==> src/pkg/gcr_pkg.sv <==
/*
 * constants, field layout, reset values and level-code tables for the
 * gain control and channel enable register bank.
 * assumes an AXI4-Lite master with 32-bit data and 12-bit byte addresses.
 */
package gcr_pkg;
    localparam int         ADDR_W          = 12;
    localparam int         DATA_W          = 32;
    localparam int         N_CH            = 8;
    localparam int         IDX_LSB         = 2;
    localparam int         IDX_MSB         = 9;

    // register indices; byte address is four times the index
    localparam logic [7:0] IDX_FUNC_SEL    = 8'h6c;
    localparam logic [7:0] IDX_ENH_CFG     = 8'h6d;
    localparam logic [7:0] IDX_GAINCTL_CFG = 8'h70;
    localparam logic [7:0] IDX_IN_EN       = 8'h73;
    localparam logic [7:0] IDX_SLOT_EN     = 8'h74;
    localparam logic [7:0] IDX_STATUS      = 8'h78;

    localparam logic [7:0] RST_ENH_CFG     = 8'h7b;
    localparam logic [7:0] RST_GAINCTL_CFG = 8'he7;
    localparam logic [7:0] RST_IN_EN       = 8'hf0;
    localparam logic [7:0] RST_SLOT_EN     = 8'h00;
    localparam logic       RST_FUNC_SEL    = 1'b0;

    // field positions inside a config byte
    localparam int         LVL_HI          = 7;
    localparam int         LVL_LO          = 4;
    localparam int         CEIL_HI         = 3;
    localparam int         CEIL_LO         = 0;
    localparam int         SEL_BIT         = 3;

    // code to dB: base + step * code, codes above last are reserved
    localparam logic [6:0] ENH_THR_BASE    = 7'h0c;
    localparam logic [6:0] ENH_THR_STEP    = 7'h06;
    localparam logic [3:0] ENH_THR_LAST    = 4'h9;
    localparam logic [6:0] ENH_CEIL_BASE   = 7'h02;
    localparam logic [6:0] ENH_CEIL_STEP   = 7'h02;
    localparam logic [3:0] ENH_CEIL_LAST   = 4'hc;
    localparam logic [6:0] GC_TGT_BASE     = 7'h06;
    localparam logic [6:0] GC_TGT_STEP     = 7'h02;
    localparam logic [3:0] GC_TGT_LAST     = 4'hf;
    localparam logic [6:0] GC_CEIL_BASE    = 7'h03;
    localparam logic [6:0] GC_CEIL_STEP    = 7'h03;
    localparam logic [3:0] GC_CEIL_LAST    = 4'hd;

    localparam logic [1:0] RESP_OKAY       = 2'h0;
    localparam logic [1:0] RESP_SLVERR     = 2'h2;

    typedef enum logic {
        GCR_FUNC_ENHANCER = 1'b0,
        GCR_FUNC_GAINCTL  = 1'b1
    } gcr_func_t;
endpackage

==> src/pkg/gcr_regbus_if.sv <==
/*
 * register access strobes between the bus slave and the register bank.
 * assumes both ends run on the same clock.
 */
`timescale 1ns/1ps
interface gcr_regbus_if;
    logic       wr_en;
    logic [7:0] wr_idx;
    logic [7:0] wr_data;
    logic       wr_ok;
    logic [7:0] rd_idx;
    logic [7:0] rd_data;
    logic       rd_ok;

    modport slave (output wr_en, wr_idx, wr_data, rd_idx, input wr_ok, rd_data, rd_ok);
    modport regs  (input wr_en, wr_idx, wr_data, rd_idx, output wr_ok, rd_data, rd_ok);
endinterface

==> src/design/gcr_field_decode.sv <==
/*
 * turns a four-bit level code into a dB magnitude on a uniform step.
 * assumes the code is a stable register output; purely combinational.
 */
`timescale 1ns/1ps
module gcr_field_decode #(
    parameter logic [6:0] BASE = 7'h00,
    parameter logic [6:0] STEP = 7'h01,
    parameter logic [3:0] LAST = 4'hf
) (
    input  wire logic [3:0] code,     // field code
    output logic      [6:0] db,       // dB magnitude
    output logic            reserved  // code above last legal one
);
    wire        [3:0]  eff_code;
    wire        [10:0] prod;

    // reserved codes saturate at the last legal step instead of wrapping
    assign reserved = code > LAST;
    assign eff_code = reserved ? LAST : code;
    assign prod     = 11'(STEP) * 11'(eff_code);
    assign db       = BASE + prod[6:0];
endmodule

==> src/design/gcr_axil_slave.sv <==
/*
 * AXI4-Lite slave front end: takes address and data in either order,
 * answers one write and one read at a time.
 * assumes the register bank decodes indices combinationally.
 */
`timescale 1ns/1ps
module gcr_axil_slave
    import gcr_pkg::*;
(
    input  wire logic                   mclk,     // system clock
    input  wire logic                   rst,      // async reset, high
    input  wire logic [ADDR_W-1:0]      awaddr,   // write address
    input  wire logic                   awvalid,  // write address valid
    output logic                        awready,  // write address ready
    input  wire logic [DATA_W-1:0]      wdata,    // write data
    input  wire logic [DATA_W/8-1:0]    wstrb,    // write strobes
    input  wire logic                   wvalid,   // write data valid
    output logic                        wready,   // write data ready
    output logic      [1:0]             bresp,    // write response
    output logic                        bvalid,   // write response valid
    input  wire logic                   bready,   // write response ready
    input  wire logic [ADDR_W-1:0]      araddr,   // read address
    input  wire logic                   arvalid,  // read address valid
    output logic                        arready,  // read address ready
    output logic      [DATA_W-1:0]      rdata,    // read data
    output logic      [1:0]             rresp,    // read response
    output logic                        rvalid,   // read data valid
    input  wire logic                   rready,   // read data ready
    gcr_regbus_if.slave                 bus       // register strobes
);
    logic [7:0] aw_idx_r;
    logic       aw_bad_r;
    logic [7:0] w_data_r;
    logic       w_strb_r;

    wire aw_hs  = awvalid & awready;
    wire w_hs   = wvalid & wready;
    wire b_hs   = bvalid & bready;
    wire ar_hs  = arvalid & arready;
    wire r_hs   = rvalid & rready;
    // both halves held and no response outstanding
    wire wr_go  = ~awready & ~wready & ~bvalid;
    wire ar_bad = araddr[ADDR_W-1:IDX_MSB+1] != '0;
    wire wr_ok  = bus.wr_ok & ~aw_bad_r;
    wire rd_ok  = bus.rd_ok & ~ar_bad;

    assign bus.wr_idx  = aw_idx_r;
    assign bus.wr_data = w_data_r;
    assign bus.wr_en   = wr_go & w_strb_r & wr_ok;
    assign bus.rd_idx  = araddr[IDX_MSB:IDX_LSB];

    always_ff @(posedge mclk or posedge rst) begin
        if (rst) begin
            awready  <= 1'b1;
            wready   <= 1'b1;
            bvalid   <= 1'b0;
            bresp    <= RESP_OKAY;
            aw_idx_r <= 8'h00;
            aw_bad_r <= 1'b0;
            w_data_r <= 8'h00;
            w_strb_r <= 1'b0;
        end else begin
            if (aw_hs) begin
                awready  <= 1'b0;
                aw_idx_r <= awaddr[IDX_MSB:IDX_LSB];
                aw_bad_r <= awaddr[ADDR_W-1:IDX_MSB+1] != '0;
            end else if (b_hs) begin
                awready <= 1'b1;
            end
            if (w_hs) begin
                wready   <= 1'b0;
                w_data_r <= wdata[7:0];
                w_strb_r <= wstrb[0];
            end else if (b_hs) begin
                wready <= 1'b1;
            end
            if (wr_go) begin
                bvalid <= 1'b1;
                bresp  <= wr_ok ? RESP_OKAY : RESP_SLVERR;
            end else if (b_hs) begin
                bvalid <= 1'b0;
            end
        end
    end

    always_ff @(posedge mclk or posedge rst) begin
        if (rst) begin
            arready <= 1'b1;
            rvalid  <= 1'b0;
            rresp   <= RESP_OKAY;
            rdata   <= '0;
        end else if (ar_hs) begin
            arready <= 1'b0;
            rvalid  <= 1'b1;
            rresp   <= rd_ok ? RESP_OKAY : RESP_SLVERR;
            rdata   <= rd_ok ? {24'h000000, bus.rd_data} : '0;
        end else if (r_hs) begin
            arready <= 1'b1;
            rvalid  <= 1'b0;
        end
    end
endmodule

==> src/design/gcr_regs_top.sv <==
/*
 * gain control and channel enable register bank with AXI4-Lite access.
 * holds range enhancer and gain controller settings, the function select,
 * input channel enables and serial output slot drive enables.
 * assumes the datapath reads the registered outputs on the same clock.
 */
`timescale 1ns/1ps

// Overview of operation
// - enhancer threshold in bits 7-4, code 0 is -12 dB, resets to code 7
// - threshold codes 7,8,9 give -54,-60,-66 dB; codes 10-15 reserved
// - enhancer gain ceiling in bits 3-0, 2 dB plus 2 dB per code, reset 11
// - ceiling code 11 is 24 dB, 12 is 26 dB; codes 13-15 reserved
// - controller target in bits 7-4, -6 dB minus 2 dB per code, reset 14
// - target codes 14 and 15 give -34 and -36 dB; none reserved
// - controller ceiling 3 dB per code up to 42 dB; 14-15 reserved; reset 7
// - input enable register, bit 7 is channel 1 down to bit 0 channel 8
// - channels 5-8 digital microphones only; reset enables channels 1-4 only
// - slot enable bit 7 channel 1; zero tri-states slot; all reset to zero
// - controller config at 0x70, input enables 0x73, slot enables 0x74
// - select bit 0 runs enhancer, 1 controller; only selected fields act
module gcr_regs_top
    import gcr_pkg::*;
(
    input  wire logic                   mclk,          // system clock, 10 MHz
    input  wire logic                   rst,           // async reset, high
    input  wire logic [ADDR_W-1:0]      s_awaddr,      // write address
    input  wire logic                   s_awvalid,     // write address valid
    output logic                        s_awready,     // write address ready
    input  wire logic [DATA_W-1:0]      s_wdata,       // write data
    input  wire logic [DATA_W/8-1:0]    s_wstrb,       // write strobes
    input  wire logic                   s_wvalid,      // write data valid
    output logic                        s_wready,      // write data ready
    output logic      [1:0]             s_bresp,       // write response
    output logic                        s_bvalid,      // write response valid
    input  wire logic                   s_bready,      // write response ready
    input  wire logic [ADDR_W-1:0]      s_araddr,      // read address
    input  wire logic                   s_arvalid,     // read address valid
    output logic                        s_arready,     // read address ready
    output logic      [DATA_W-1:0]      s_rdata,       // read data
    output logic      [1:0]             s_rresp,       // read response
    output logic                        s_rvalid,      // read data valid
    input  wire logic                   s_rready,      // read data ready
    output gcr_pkg::gcr_func_t          enhancer_or_gainctl_select, // active function
    output logic      [6:0]             active_level_db,   // dB below full scale
    output logic      [6:0]             active_ceiling_db, // max gain in dB
    output logic                        active_code_reserved, // reserved code set
    output logic      [N_CH-1:0]        input_chan_on,     // index 0 is channel 1
    output logic      [N_CH-1:0]        chan_gain_active,  // function runs on chan
    output logic      [N_CH-1:0]        slot_chan_drive    // slot output enable
);
    import gcr_pkg::*;

    gcr_regbus_if bus ();

    logic [7:0]      enh_cfg_r;
    logic [7:0]      gainctl_cfg_r;
    gcr_func_t       func_sel_r;
    logic [N_CH-1:0] in_on_r;
    logic [N_CH-1:0] slot_on_r;
    logic [N_CH-1:0] in_on_nxt;
    logic [N_CH-1:0] slot_on_nxt;
    logic [N_CH-1:0] in_rd_bits;
    logic [N_CH-1:0] slot_rd_bits;

    wire [6:0] enh_thr_db;
    wire [6:0] enh_ceil_db;
    wire [6:0] gc_tgt_db;
    wire [6:0] gc_ceil_db;
    wire       enh_thr_rsv;
    wire       enh_ceil_rsv;
    wire       gc_tgt_rsv;
    wire       gc_ceil_rsv;

    gcr_axil_slave u_axil (
        .mclk    (mclk),
        .rst     (rst),
        .awaddr  (s_awaddr),
        .awvalid (s_awvalid),
        .awready (s_awready),
        .wdata   (s_wdata),
        .wstrb   (s_wstrb),
        .wvalid  (s_wvalid),
        .wready  (s_wready),
        .bresp   (s_bresp),
        .bvalid  (s_bvalid),
        .bready  (s_bready),
        .araddr  (s_araddr),
        .arvalid (s_arvalid),
        .arready (s_arready),
        .rdata   (s_rdata),
        .rresp   (s_rresp),
        .rvalid  (s_rvalid),
        .rready  (s_rready),
        .bus     (bus.slave)
    );

    wire hit_w_sel  = bus.wr_idx == IDX_FUNC_SEL;
    wire hit_w_enh  = bus.wr_idx == IDX_ENH_CFG;
    wire hit_w_gc   = bus.wr_idx == IDX_GAINCTL_CFG;
    wire hit_w_in   = bus.wr_idx == IDX_IN_EN;
    wire hit_w_slot = bus.wr_idx == IDX_SLOT_EN;
    wire hit_r_sel  = bus.rd_idx == IDX_FUNC_SEL;
    wire hit_r_enh  = bus.rd_idx == IDX_ENH_CFG;
    wire hit_r_gc   = bus.rd_idx == IDX_GAINCTL_CFG;
    wire hit_r_in   = bus.rd_idx == IDX_IN_EN;
    wire hit_r_slot = bus.rd_idx == IDX_SLOT_EN;
    wire hit_r_stat = bus.rd_idx == IDX_STATUS;

    // status is read-only, so a write to it is refused
    assign bus.wr_ok = hit_w_sel | hit_w_enh | hit_w_gc | hit_w_in | hit_w_slot;
    assign bus.rd_ok = hit_r_sel | hit_r_enh | hit_r_gc | hit_r_in | hit_r_slot
                     | hit_r_stat;

    // channel order reversed against the register bits
    genvar ch;
    generate
        for (ch = 0; ch < N_CH; ch++) begin : g_chan
            assign in_on_nxt[ch]   = (bus.wr_en & hit_w_in) ? bus.wr_data[N_CH-1-ch]
                                                            : in_on_r[ch];
            assign slot_on_nxt[ch] = (bus.wr_en & hit_w_slot) ? bus.wr_data[N_CH-1-ch]
                                                              : slot_on_r[ch];
            assign in_rd_bits[N_CH-1-ch]   = in_on_r[ch];
            assign slot_rd_bits[N_CH-1-ch] = slot_on_r[ch];
            always_ff @(posedge mclk or posedge rst) begin
                if (rst) begin
                    in_on_r[ch]   <= RST_IN_EN[N_CH-1-ch];
                    slot_on_r[ch] <= RST_SLOT_EN[N_CH-1-ch];
                end else begin
                    in_on_r[ch]   <= in_on_nxt[ch];
                    slot_on_r[ch] <= slot_on_nxt[ch];
                end
            end
        end
    endgenerate

    // config bytes with their reset codes
    always_ff @(posedge mclk or posedge rst) begin
        if (rst) begin
            enh_cfg_r     <= RST_ENH_CFG;
            gainctl_cfg_r <= RST_GAINCTL_CFG;
            func_sel_r    <= gcr_func_t'(RST_FUNC_SEL);
        end else if (bus.wr_en) begin
            if (hit_w_enh) begin
                enh_cfg_r <= bus.wr_data;
            end
            if (hit_w_gc) begin
                gainctl_cfg_r <= bus.wr_data;
            end
            if (hit_w_sel) begin
                func_sel_r <= gcr_func_t'(bus.wr_data[SEL_BIT]);
            end
        end
    end

    gcr_field_decode #(
        .BASE (ENH_THR_BASE),
        .STEP (ENH_THR_STEP),
        .LAST (ENH_THR_LAST)
    ) u_enh_thr (
        .code     (enh_cfg_r[LVL_HI:LVL_LO]),
        .db       (enh_thr_db),
        .reserved (enh_thr_rsv)
    );

    gcr_field_decode #(
        .BASE (ENH_CEIL_BASE),
        .STEP (ENH_CEIL_STEP),
        .LAST (ENH_CEIL_LAST)
    ) u_enh_ceil (
        .code     (enh_cfg_r[CEIL_HI:CEIL_LO]),
        .db       (enh_ceil_db),
        .reserved (enh_ceil_rsv)
    );

    gcr_field_decode #(
        .BASE (GC_TGT_BASE),
        .STEP (GC_TGT_STEP),
        .LAST (GC_TGT_LAST)
    ) u_gc_tgt (
        .code     (gainctl_cfg_r[LVL_HI:LVL_LO]),
        .db       (gc_tgt_db),
        .reserved (gc_tgt_rsv)
    );

    gcr_field_decode #(
        .BASE (GC_CEIL_BASE),
        .STEP (GC_CEIL_STEP),
        .LAST (GC_CEIL_LAST)
    ) u_gc_ceil (
        .code     (gainctl_cfg_r[CEIL_HI:CEIL_LO]),
        .db       (gc_ceil_db),
        .reserved (gc_ceil_rsv)
    );

    // only the selected function's fields reach the datapath
    wire       sel_gc     = func_sel_r == GCR_FUNC_GAINCTL;
    wire [6:0] level_nxt  = sel_gc ? gc_tgt_db : enh_thr_db;
    wire [6:0] ceil_nxt   = sel_gc ? gc_ceil_db : enh_ceil_db;
    wire       rsv_nxt    = sel_gc ? (gc_tgt_rsv | gc_ceil_rsv)
                                   : (enh_thr_rsv | enh_ceil_rsv);
    wire [7:0] status_rd  = {3'h0, gc_ceil_rsv, enh_ceil_rsv, enh_thr_rsv,
                             rsv_nxt, sel_gc};

    // reads of unmapped indices give zero, the slave flags them
    assign bus.rd_data = hit_r_sel  ? {4'h0, sel_gc, 3'h0} :
                         hit_r_enh  ? enh_cfg_r :
                         hit_r_gc   ? gainctl_cfg_r :
                         hit_r_in   ? in_rd_bits :
                         hit_r_slot ? slot_rd_bits :
                         hit_r_stat ? status_rd : 8'h00;

    // outputs registered; decoded values settle one cycle after a write
    always_ff @(posedge mclk or posedge rst) begin
        if (rst) begin
            enhancer_or_gainctl_select <= GCR_FUNC_ENHANCER;
            active_level_db            <= 7'h00;
            active_ceiling_db          <= 7'h00;
            active_code_reserved       <= 1'b0;
            input_chan_on              <= '0;
            chan_gain_active           <= '0;
            slot_chan_drive            <= '0;
        end else begin
            enhancer_or_gainctl_select <= func_sel_r;
            active_level_db            <= level_nxt;
            active_ceiling_db          <= ceil_nxt;
            active_code_reserved       <= rsv_nxt;
            input_chan_on              <= in_on_r;
            // function acts only on enabled channels
            chan_gain_active           <= in_on_r;
            slot_chan_drive            <= slot_on_r;
        end
    end
endmodule

==> config.mk <==
export PLATFORM = sky130hd
export DESIGN_NAME = gcr_regs_top
export DESIGN_NICKNAME = d
export VERILOG_FILES = /design/src/pkg/gcr_pkg.sv /design/src/pkg/gcr_regbus_if.sv /design/src/design/gcr_field_decode.sv /design/src/design/gcr_axil_slave.sv /design/src/design/gcr_regs_top.sv
export SDC_FILE = /design/constraint.sdc
export NUM_CORES = 1
export LEC_CHECK = 0
export BUFFER_PORTS_ARGS = -buffer_cell sky130_fd_sc_hd__buf_4
export CAP_MARGIN = 20
export CORE_MARGIN = 2
export CORE_UTILIZATION = 35
export DETAILED_ROUTE_END_ITERATION = 6
export GPL_ROUTABILITY_DRIVEN = 0
export PLACE_DENSITY = 0.57
export SLEW_MARGIN = 0
export SYNTH_ARGS = -nofsm -noshare
export SYNTH_HDL_FRONTEND = slang
export SYNTH_SLANG_ARGS = --single-unit
==> constraint.sdc <==
create_clock -name mclk -period 4.43 [get_ports mclk]
set_input_delay 0.2215 -clock mclk [delete_from_list [all_inputs] [get_ports mclk]]
set_output_delay 0.2215 -clock mclk [all_outputs]
set_load 0.01 [all_outputs]
* Word-level counts from Yosys, hierarchy flattened *
Index checks and enable logic that the tools add are counted.

storage, ports and cells
  input port bits = 67
  bits in registers = 124
  output and inout port bits = 81

cells by class
  multipliers = 2
  add/sub/neg operators = 4
  order comparisons = 4
  muxes and demuxes = 25
  reduce and logical (&&, ||, !) cells = 9
  equality and inequality tests = 11
  bitwise gates (word level) = 29

operators with widths
  operator                                               count
  == test 8 x 7 -> 1 bit (second input constant)         11
  two-way mux 8 bit                                      6
  greater-than comparator 4 bit (second input constant)  4
  two-way mux 4 bit                                      4
  two-way mux 7 bit                                      2
  bitwise AND 1 bit                                      13
  multiplier 2 x 4 -> 6 bit (first input constant)       2
  nonzero test 2 bit                                     6
  bitwise OR 1 bit                                       11
  two-way mux 1 bit                                      10
  adder 2 x 6 -> 7 bit (first input constant)            1
  adder 4 x 7 -> 7 bit (first input constant)            1
  adder 2 x 5 -> 6 bit (first input constant)            1
  adder 3 x 5 -> 6 bit (first input constant)            1
  AND reduction 2 bit                                    3
  two-way mux 5 bit                                      1
  NOT 1 bit                                              5
  two-way mux 2 bit                                      2

* Depth between registers and ports, before layout *
Gate-level depths: netlist (run 1).

  depth in word-level cells = 10
  gate-level depth with buffers = 11
  mapped depth without buffers = 10

* Cells and area by module *
Synthesis (run 1) repeated with hierarchy kept, for this count alone.

unflattened totals
  cell total of the unflattened synthesis = 431
  area total of the unflattened synthesis = 5099.9 µm²

by module, submodules not included
  module                          cells each  seq. area each (µm²)  area an instance (µm²)  times used
  gcr_regs_top                    219         1646.6                2916.5                  1
  gcr_axil_slave                  126         829.5                 1551.5                  1
  gcr_field_decode at u_gc_ceil   30          0.0                   235.2                   1
  gcr_field_decode at u_enh_thr   32          0.0                   221.5                   1
  gcr_field_decode at u_enh_ceil  11          0.0                   91.3                    1
  gcr_field_decode at u_gc_tgt    13          0.0                   83.8                    1

* Worst setup path before layout (run 1) *
No wires, ideal clock.

  path kind = reg-to-reg
  start = register enh_cfg_r[7]
  end = register active_level_db[6]
  path buffers = 1
  cell stages (with the launch flop) = 10
  slack = 1.849 ns
  arrival = 2.503 ns
  required time = 4.351 ns
  path through = dfrtp_1 clkbuf_1 o21ai_0 nand2b_1 ha_1 fa_1 inv_1 ha_1 or4b_2 a21oi_1

between the ends
  cells in the longest elaborated chain, start to end = 5

ends and longest elaborated chain
  what                           line                    source
  start: declaration             gcr_regs_top.sv:56      logic [7:0] enh_cfg_r;
  start signal: assignment       gcr_regs_top.sv:145     enh_cfg_r <= bus.wr_data;
  greater-than comparator 4 bit  gcr_field_decode.sv:19  assign reserved = code > LAST;
  two-way mux 4 bit (*)          gcr_field_decode.sv:20  assign eff_code = reserved ? LAST : code;
  multiplier 2 x 4 -> 6 bit (*)  gcr_field_decode.sv:21  assign prod = 11'(STEP) * 11'(eff_code);
  adder 4 x 7 -> 7 bit (*)       gcr_field_decode.sv:22  assign db = BASE + prod[6:0];
  two-way mux 7 bit (*)          gcr_regs_top.sv:198     wire [6:0] level_nxt = sel_gc ? gc_tgt_db : enh_thr_db;
  net level_nxt[6]               gcr_regs_top.sv:198
  end signal: assignment         gcr_regs_top.sv:225     active_level_db <= level_nxt;
  end: declaration               gcr_regs_top.sv:45      output logic [6:0] active_level_db,

The timed path passes the listed nets; every way through them passes the cells marked *.
A chain may end at the register's enable or synchronous reset.

* Worst setup path in the final report (run 1) *
  start = register enh_cfg_r[6]
  end = register active_level_db[6]

The elaborated chain is that of the path after synthesis.

==> results.py, run 1 <==
metrics = {
    "critical_path": {
        "startpoint_type": "flip-flop",
        "critPathMaxFanout": 7,
        "crit_type": "reg -> reg",
        "crit_required_ns": 4.68,
        "cp.arrival_ns": 3.12,
        "cp-end-kind": "flip-flop",
    },
    "timing": {
        "max_freq_ghz": 0.349,
        "rsz0062_at_grt": "false",
        "finalCritPeriodShare_pct": 64.6,
        "hold_viol": 0,
        "fin_setup_tns_ns": 0,
        "tightest_slew_ns": 0.904,
        "setup_ws_ns": 1.57,
        "finalSetupViolCount": 0,
        "skew_ns": 0.00520,
        "max-slew-margin-rel_pct": 39.6,
        "worst_hold_slack_ns": 0.0282,
        "slew_viol_final": 0,
        "min_period_ns": 2.86,
    },
    "global_route": {
        "grt_pass1_vias": 3194,
        "grt_pass1_wl_um": 16600,
        "grt_use_total_pct": 14.9,
        "grt_max_degree": 55,
        "grt_antenna_before_repair": 0,
        "grt-ovfl-total": 0,
    },
    "finish": {
        "antenna_cells": 0,
        "area_growth_pct": 21.8,
        "finalInstanceArea_um2": 5700,
        "n_fill_cell": 1230,
        "multi_input_area_um2": 1990,
        "final_core_utilization_pct": 43.4,
        "instances_no_fill": 657,
        "nNetsFinal": 556,
        "register_area_um2": 2430,
        "drive_above_1_share_pct": 38.5,
    },
    "die": {
        "die_w_um": 120,
        "core_area_um2": 13100,
        "rows": 42,
        "ios": 148,
        "initial_core_util_pct": 35.6,
        "dieArea_um2": 14300,
        "dieHeight_um": 120,
    },
    "place": {
        "io_buffers": 88,
        "place_inst": 642,
        "dp_hpwl_um": 7640,
        "dp_slack_ns": 1.59,
        "place_area_um2": 5360,
    },
    "synthesis": {
        "netlist.area_leader.share_pct": 41.2,
        "synth_common_cells": "77 x dfrtp_1, 50 x mux2_2, 37 x buf_4",
        "ys_seq_area_share_pct": 51.8,
        "postSynthAreaPerCell_um2": 11.8,
        "ys_warn_count": 0,
        "synth.area.top_cells": "dfrtp_1 41%, mux2_2 12%, dfstp_2 11%, buf_4 5.9%, ha_1 2.9%",
        "synth_cell_types": 56,
        "synth_edf_count": 0,
        "synth.most_common_cell": "dfrtp_1",
        "dominantRegCellSynth": "dfrtp_1",
        "syn-instance-count": 396,
        "ys_ff_latch": 96,
        "synth_area_um2": 4680,
        "yosys.area.top_type": "dfrtp_1",
        "async_flop_share_pct": 100,
    },
    "job": {
        "drv_cap": 0,
    },
    "cts": {
        "cts_buffers": 9,
        "htreeDepth": 3,
        "cts_resized": 0,
        "cts_tree": "built",
        "clock_latency_ns": 0.34,
        "cts_root_buf": "clkbuf_16",
        "clkTransAtPathRegs_ns": 0.06,
        "clock_sinks": 96,
        "cts_buffer_depth": 2,
        "cts_setup_buffers": 0,
        "hold_buffers": 0,
    },
    "pwr": {
        "power.total_mw": 2.53,
        "power_leakage_nw": 2.66,
        "power_density_nw_per_um2": 444,
        "ir_worst_vdd_mv": 0.276,
    },
    "route": {
        "antenna_left": 0,
        "first_pass_iters": 4,
        "drt-total-wl_um": 10200,
        "vias": 3215,
        "wl_met2_um": 5050,
        "drc": 0,
        "wl_met3_um": 605,
        "met1_length_um": 4370,
        "drt_iter0_markers": 146,
        "via_per_inst": 4.89,
        "wire_per_inst_um": 15.5,
        "top_layer_used": "met4",
    },
    "worst_hold_path": {
        "min_path_type": "in -> reg",
    },
    "status": {
        "outcome": "finished clean",
    },
}
==> cells in the final DEF (no fill, tap or decap), types with 7 or more instances in the layout <==
| master | count |
|---|---|
| nor2b_1 | 8 |
| mux2i_1 | 10 |
| dfstp_2 | 19 |
| o21ai_0 | 21 |
| ha_1 | 11 |
| inv_1 | 11 |
| nand2_1 | 25 |
| buf_4 | 90 |
| conb_1 | 28 |
| nor2_1 | 12 |
| o22ai_1 | 7 |
| a21oi_1 | 18 |
| dfrtp_1 | 77 |
| clkbuf_16 | 9 |
| mux2_2 | 50 |
==> layout make-up <==
class	count	area share, %
inverters	13	0.877
multi-input cells	267	34.9
clock inverters	4	1.78
clock buffers	11	4.26
well taps	176	3.86
repair buffers	90	11.8
flip-flops and latches	96	42.5
==> registers in the layout, indices dropped and copies added (netlist names) <==
| signal | flops |
|---|---|
| input_chan_on | 8 |
| active_level_db | 6 |
| u_axil.wready | 1 |
| u_axil.rvalid | 1 |
| u_axil.w_strb_r | 1 |
| u_axil.bus.wr_idx | 8 |
| u_axil.bvalid | 1 |
| u_axil.arready | 1 |
| func_sel_r | 1 |
| slot_on_r | 8 |
| u_axil.bresp | 1 |
| gainctl_cfg_r | 8 |
| active_code_reserved | 1 |
| slot_chan_drive | 8 |
| u_axil.bus.wr_data | 8 |
| u_axil.aw_bad_r | 1 |
| enhancer_or_gainctl_select | 1 |
| active_ceiling_db | 6 |
| u_axil.rresp | 1 |
| u_axil.rdata | 8 |
| in_on_r | 8 |
| enh_cfg_r | 8 |
| u_axil.awready | 1 |
==> final timing paths <==
path                               from                 end  slack [ns]  cells after the start
max reg2reg                enh_cfg_r[6]  active_level_db[6]        1.57                      8
max in group asynchronous           rst        enh_cfg_r[0]        3.31                      3
min reg2reg                slot_on_r[1]  slot_chan_drive[1]        0.40                      0
min                           s_awvalid      u_axil.awready        0.03                      2
min in group asynchronous           rst       u_axil.bvalid        0.05                      2
max                        enh_cfg_r[6]  active_level_db[6]        1.57                      8
==> report_power, final <==
part / switching [mW] / leakage, nW / internal [mW] / total [mW]
Clock: 0.319 / 0.168 / 0.568 / 0.887
Sequential: 0.166 / 1.21 / 1.04 / 1.20
Combinational: 0.197 / 1.29 / 0.241 / 0.438
Total: 0.683 / 2.66 / 1.85 / 2.53
==> critical path, stage by stage, from the launching register on <==
cell and delay (ns):
dfstp_2 0.40, o21ai_0 0.38, nand2b_1 0.14, ha_1 0.23, fa_1 0.51, inv_1 0.07
ha_1 0.23, or4b_2 0.66, a21oi_1 0.17
==> layer usage <==
layer | up-vias | GRT usage (%)
met2 | 104 | 24.6
met1 | 1595 | 18.9
met5 | - | 0
met4 | 0 | 3.90
met3 | 11 | 4.80
li1 | 1505 | -
==> kinds of logic after synthesis <==
logic type | count (synthesis) | synth area share, %
fa+ha+maj | 12 | 3.37
simple gates | 84 | 10.6
compound gates | 74 | 10.4
mux | 60 | 14.2
other cells | 1 | 0.0801
xor+xnor | 9 | 1.68
flops | 96 | 51.8
buf+inv | 60 | 7.88
(Power assumes the default switching activity.)
==> run 2, diff against run 1 <==
clock period = 2.8 ns   (was 4.43 ns; I/O delays follow)
==> run 2 against run 1 <==
Effect of this change:
- utilization is 0.44 points higher
- clock-buffer cell count stayed put
- clock skew hardly changed
- die area did not move
- highest routed layer unchanged
==> results.py, run 2 (synthesized netlist as in run 1, its figures left out) <==
metrics = {
    "finish": {
        "final_core_utilization_pct": 43.9,
        "layout_common_cells": "92 x buf_4, 77 x dfrtp_1, 50 x mux2_2, 28 x conb_1, 25 x nand2_1",
        "nNetsFinal": 564,
        "area_growth_pct": 23.1,
        "antenna_cells": 0,
        "final_common_cell": "buf_4",
        "drive_above_1_share_pct": 39.0,
        "instances_no_fill": 666,
    },
    "route": {
        "wire_per_inst_um": 15.5,
        "drt_iter0_markers": 186,
        "vias": 3262,
        "via_per_inst": 4.90,
        "first_pass_iters": 4,
        "antenna_left": 0,
        "drc": 0,
        "drt-total-wl_um": 10300,
    },
    "die": {
        "dieArea_um2": 14300,
        "core_area_um2": 13100,
        "die_w_um": 120,
        "ios": 148,
        "initial_core_util_pct": 35.6,
        "rows": 42,
        "dieHeight_um": 120,
    },
    "place": {
        "dp_hpwl_um": 7630,
        "place_inst": 645,
        "io_buffers": 88,
    },
    "global_route": {
        "grt_antenna_before_repair": 0,
        "grt-ovfl-total": 0,
        "grt_max_degree": 97,
        "grt_use_total_pct": 14.9,
        "grt_pass1_wl_um": 16500,
        "grt_pass1_vias": 3229,
    },
    "timing": {
        "slew_viol_final": 0,
        "finalSetupViolCount": 0,
        "max_freq_ghz": 0.386,
        "hold_viol": 0,
        "skew_ns": 0.00546,
        "max-slew-margin-rel_pct": 54.8,
        "tightest_slew_ns": 0.676,
        "fin_setup_tns_ns": 0,
        "min_period_ns": 2.59,
        "rsz0062_at_grt": "false",
        "finalCritPeriodShare_pct": 92.6,
    },
    "critical_path": {
        "path_cells": "o21ai_2, nand2b_1, ha_1, fa_1, inv_1, ha_1, or4b_2, a21oi_1",
        "crit_type": "reg -> reg",
        "crit_buf_inv": 1,
        "crit_required_ns": 3.07,
        "crit_family": "adder cells",
        "max_stage_delay_ns": 0.67,
        "cp-end-kind": "flip-flop",
        "cpMostUsedCell": "ha_1",
        "startpoint_type": "flip-flop",
        "cp.arrival_ns": 2.86,
        "slowest_stage": "or4b_2",
        "critPathMaxFanout": 7,
    },
    "worst_hold_path": {
        "min_path_type": "in -> reg",
    },
    "cts": {
        "htreeDepth": 3,
        "clock_latency_ns": 0.35,
        "cts_tree": "built",
        "cts_setup_buffers": 0,
        "clock_sinks": 96,
        "cts_root_buf": "clkbuf_16",
        "cts_buffers": 9,
        "cts_buffer_depth": 2,
        "clkTransAtPathRegs_ns": 0.06,
    },
    "pwr": {
        "ir_worst_vdd_mv": 0.343,
        "power_density_nw_per_um2": 674,
        "p_int_mw": 2.78,
        "sw_frac_of_total_pct": 28.5,
        "p_clk_share_pct": 32.6,
        "power_frac_seq_pct": 48.9,
        "p_comb_share_pct": 18.4,
        "power_leakage_nw": 2.69,
        "p_switching_mw": 1.11,
    },
    "job": {
        "drv_cap": 0,
    },
    "status": {
        "outcome": "finished clean",
    },
}
run 2: changes by cell type in the layout (fill, tap and decap cells not counted), sizes merged:
cell         delta
clkinv          +1
inv             +1
dlygate4sd3     +5
bufinv          -2
buf             +3
clkinvlp        +1
run 2: area by class of cell:
cell class                      instances  area [µm²]
Inverter                               13        50.0
Fill cell                            1258        7380
Multi-Input combinational cell        267        1990
Sequential cell                        96        2430
Timing Repair Buffer                   98         761
Clock buffer                           11         253
Tap cell                              176         220
Clock inverter                          5        60.1
run 2: path summary, 6_finish.rpt:
path,slack [ns],startpoint,cells past startpoint,to
worst max-delay path,0.21,enh_cfg_r[6],8,active_level_db[6]
worst min-delay path,0.02,s_awaddr[9],2,u_axil.bus.wr_idx[7]
worst max register to register,0.21,enh_cfg_r[6],8,active_level_db[6]
worst min register to register,0.40,slot_on_r[3],0,slot_chan_drive[3]
max in group asynchronous,1.95,rst,4,enh_cfg_r[1]
min in group asynchronous,0.45,rst,4,u_axil.bus.wr_idx[7]
run 2: timing repair:
| item | in CTS | in global routing |
|---|---|---|
| hold buffers | 5 | 0 |
| setup endpoints to repair | 0 | 1 |
| gates resized for setup | 0 | 2 |
| hold endpoints to repair | 81 | 0 |
run 2: metal layers:
| layer | GRT usage (%) | vias up | share of wire [%] | routed length [µm] |
|---|---|---|---|---|
| met5 | 0 | - | 0 | 0 |
| met3 | 4.23 | 14 | 5.8 | 601 |
| met1 | 18.9 | 1611 | 44 | 4510 |
| met2 | 24.4 | 115 | 48 | 4950 |
| li1 | - | 1522 | - | - |
| met4 | 5.29 | 0 | 2.3 | 236 |
run 2: power groups by stage:
stage / registers, mW / logic (mW) / clock network (mW)
after global placement: 1.92 / 0.702 / 0
final: 1.90 / 0.715 / 1.27
after CTS: 1.90 / 0.728 / 1.31
after global routing: 1.94 / 0.787 / 1.35
after floorplan: 1.86 / 0.483 / 0
after detailed placement: 1.93 / 0.720 / 0
run 2: through the flow:
stage	hold slack [ns]	setup slack (ns)	instance area (µm²)	power [mW]
3_5_place_dp	0.298	0.129	5400	2.65
5_1_grt	0.0110	0.0616	5760	4.08
3_3_place_gp	0.294	0.198	5400	2.62
4_1_cts	0.0100	0.0813	5760	3.94
6_report	0.0235	0.206	5760	3.88
2_1_floorplan	0.198	0.186	4780	2.35
==> run 3, diff against run 2 <==
clock period = 2.7 ns   (was 2.8 ns; I/O delays follow)
==> run 3 against run 2 <==
Effect of this change:
- hold slack worse by 0.0095 ns
- setup slack got worse by 0.044 ns
- clock power down 6%
- first-iteration DRC count fell by 18%
==> results.py, run 3 (synthesized netlist as in run 1, its figures left out) <==
metrics = {
    "timing": {
        "finalCritPeriodShare_pct": 94.0,
        "slew_viol_final": 0,
        "worst_hold_slack_ns": 0.0140,
        "skew_ns": 0.00677,
        "tightest_slew_ns": 0.619,
        "hold_viol": 0,
        "setup_ws_ns": 0.162,
        "min_period_ns": 2.54,
        "fin_setup_tns_ns": 0,
        "max_freq_ghz": 0.394,
        "max-slew-margin-rel_pct": 58.5,
        "finalSetupViolCount": 0,
        "rsz0062_at_grt": "false",
    },
    "pwr": {
        "ir_worst_vdd_mv": 0.379,
        "power_leakage_nw": 2.69,
        "power_density_nw_per_um2": 680,
    },
    "place": {
        "io_buffers": 88,
        "dp_slack_ns": 0.0968,
        "place_inst": 649,
        "dp_hpwl_um": 7830,
    },
    "critical_path": {
        "cpMostUsedCell": "ha_1",
        "timing.rr.end": "active_level_db[6]",
        "critPathMaxFanout": 2,
        "crit_required_ns": 2.96,
        "reg2reg_from": "enh_cfg_r[6]",
        "slowest_stage": "or4b_2",
        "crit_start": "enh_cfg_r[6]",
        "max_stage_delay_ns": 0.67,
        "path_cells": "o21ai_2, nand2b_1, ha_1, fa_1, inv_1, ha_1, or4b_2, a21oi_1",
        "cp-end-kind": "flip-flop",
        "crit_family": "adder cells",
        "startpoint_type": "flip-flop",
        "crit_buf_inv": 1,
        "regToRegSetupSlack_ns": 0.16,
        "crit_type": "reg -> reg",
        "cp.arrival_ns": 2.80,
        "r2r_cells": 8,
    },
    "finish": {
        "nNetsFinal": 568,
        "layout_common_cells": "96 x buf_4, 77 x dfrtp_1, 50 x mux2_2, 28 x conb_1, 25 x nand2_1",
        "n_fill_cell": 1257,
        "area_growth_pct": 22.9,
        "antenna_cells": 0,
        "instances_no_fill": 670,
        "final_common_cell": "buf_4",
        "final_core_utilization_pct": 43.8,
        "multi_input_area_um2": 1990,
        "register_area_um2": 2430,
        "drive_above_1_share_pct": 39.1,
    },
    "die": {
        "initial_core_util_pct": 35.6,
        "die_w_um": 120,
        "dieHeight_um": 120,
        "core_area_um2": 13100,
        "dieArea_um2": 14300,
        "ios": 148,
        "rows": 42,
    },
    "route": {
        "wire_per_inst_um": 15.8,
        "drc": 0,
        "first_pass_iters": 4,
        "drt_iter0_markers": 153,
        "drt-total-wl_um": 10600,
        "vias": 3250,
        "antenna_left": 0,
        "via_per_inst": 4.85,
    },
    "cts": {
        "clkTransAtPathRegs_ns": 0.07,
        "cts_setup_buffers": 0,
        "cts_buffers": 9,
        "htreeDepth": 3,
        "cts_root_buf": "clkbuf_16",
        "clock_latency_ns": 0.34,
        "cts_tree": "built",
        "clock_sinks": 96,
        "cts_buffer_depth": 2,
    },
    "job": {
        "drv_cap": 0,
    },
    "global_route": {
        "grt_max_degree": 97,
        "grt_antenna_before_repair": 0,
        "grt_pass1_vias": 3268,
        "grt_use_total_pct": 15.4,
        "grt-ovfl-total": 0,
        "grt_pass1_wl_um": 17000,
    },
    "worst_hold_path": {
        "min_path_type": "in -> reg",
        "worstHoldStart": "s_wdata[3]",
        "min_to": "u_axil.bus.wr_data[3]",
        "hold_depth": 2,
    },
    "status": {
        "outcome": "finished clean",
    },
}
-- run 3: worst max-delay path by stage --
stage / endpoint / slack [ns] / cells past startpoint
floorplan: active_ceiling_db[0] / 0.09 / 1
global placement: active_level_db[6] / 0.15 / 8
detailed placement: active_level_db[6] / 0.1 / 8
CTS: active_level_db[6] / 0.06 / 8
global route: active_level_db[6] / 0.04 / 7
finish: active_level_db[6] / 0.16 / 8
-- run 3: cell type report --
cell class	instances	share of cell area [%]
flip-flops and latches	96	42.2
multi-input cells	267	34.6
repair buffers	102	13.7
clock buffers	12	4.28
well taps	176	3.83
inverters	13	0.870
clock inverters	4	0.500
-- run 3: per-stage QoR --
| step | cell area [µm²] | power (mW) |
|---|---|---|
| 4_1_cts | 5750 | 3.96 |
| 2_1_floorplan | 4780 | 2.43 |
| 5_1_grt | 5750 | 4.14 |
| 6_report | 5750 | 3.91 |
| 3_3_place_gp | 5430 | 2.72 |
| 3_5_place_dp | 5430 | 2.75 |
-- run 3: worst register-to-register path: stages, from the launching register on --
cell	delay, ns
dfstp_2	0.38
o21ai_2	0.14
nand2b_1	0.10
ha_1	0.22
fa_1	0.52
inv_1	0.06
ha_1	0.20
or4b_2	0.67
a21oi_1	0.16
-- run 3: where the power goes --
part	internal, mW	switching [mW]	leakage (nW)
clock	0.652	0.546	0.129
sequential	1.70	0.260	1.21
combinational	0.413	0.339	1.35
-- run 3: timing repair --
item / 4_1_cts / 5_1_grt
gates resized for setup: 0 / 2
hold buffers: 5 / 0
endpoints found under the setup margin: 0 / 1
hold endpoints to repair: 81 / 0
-- run 3: routing by layer --
layer / share of wire, % / track usage [%] / vias up
met5: 0 / 0 / -
met4: 2.8 / 6.84 / 0
met3: 6.2 / 4.52 / 23
met2: 48 / 24.3 / 125
met1: 43 / 19.5 / 1573
li1: - / - / 1529
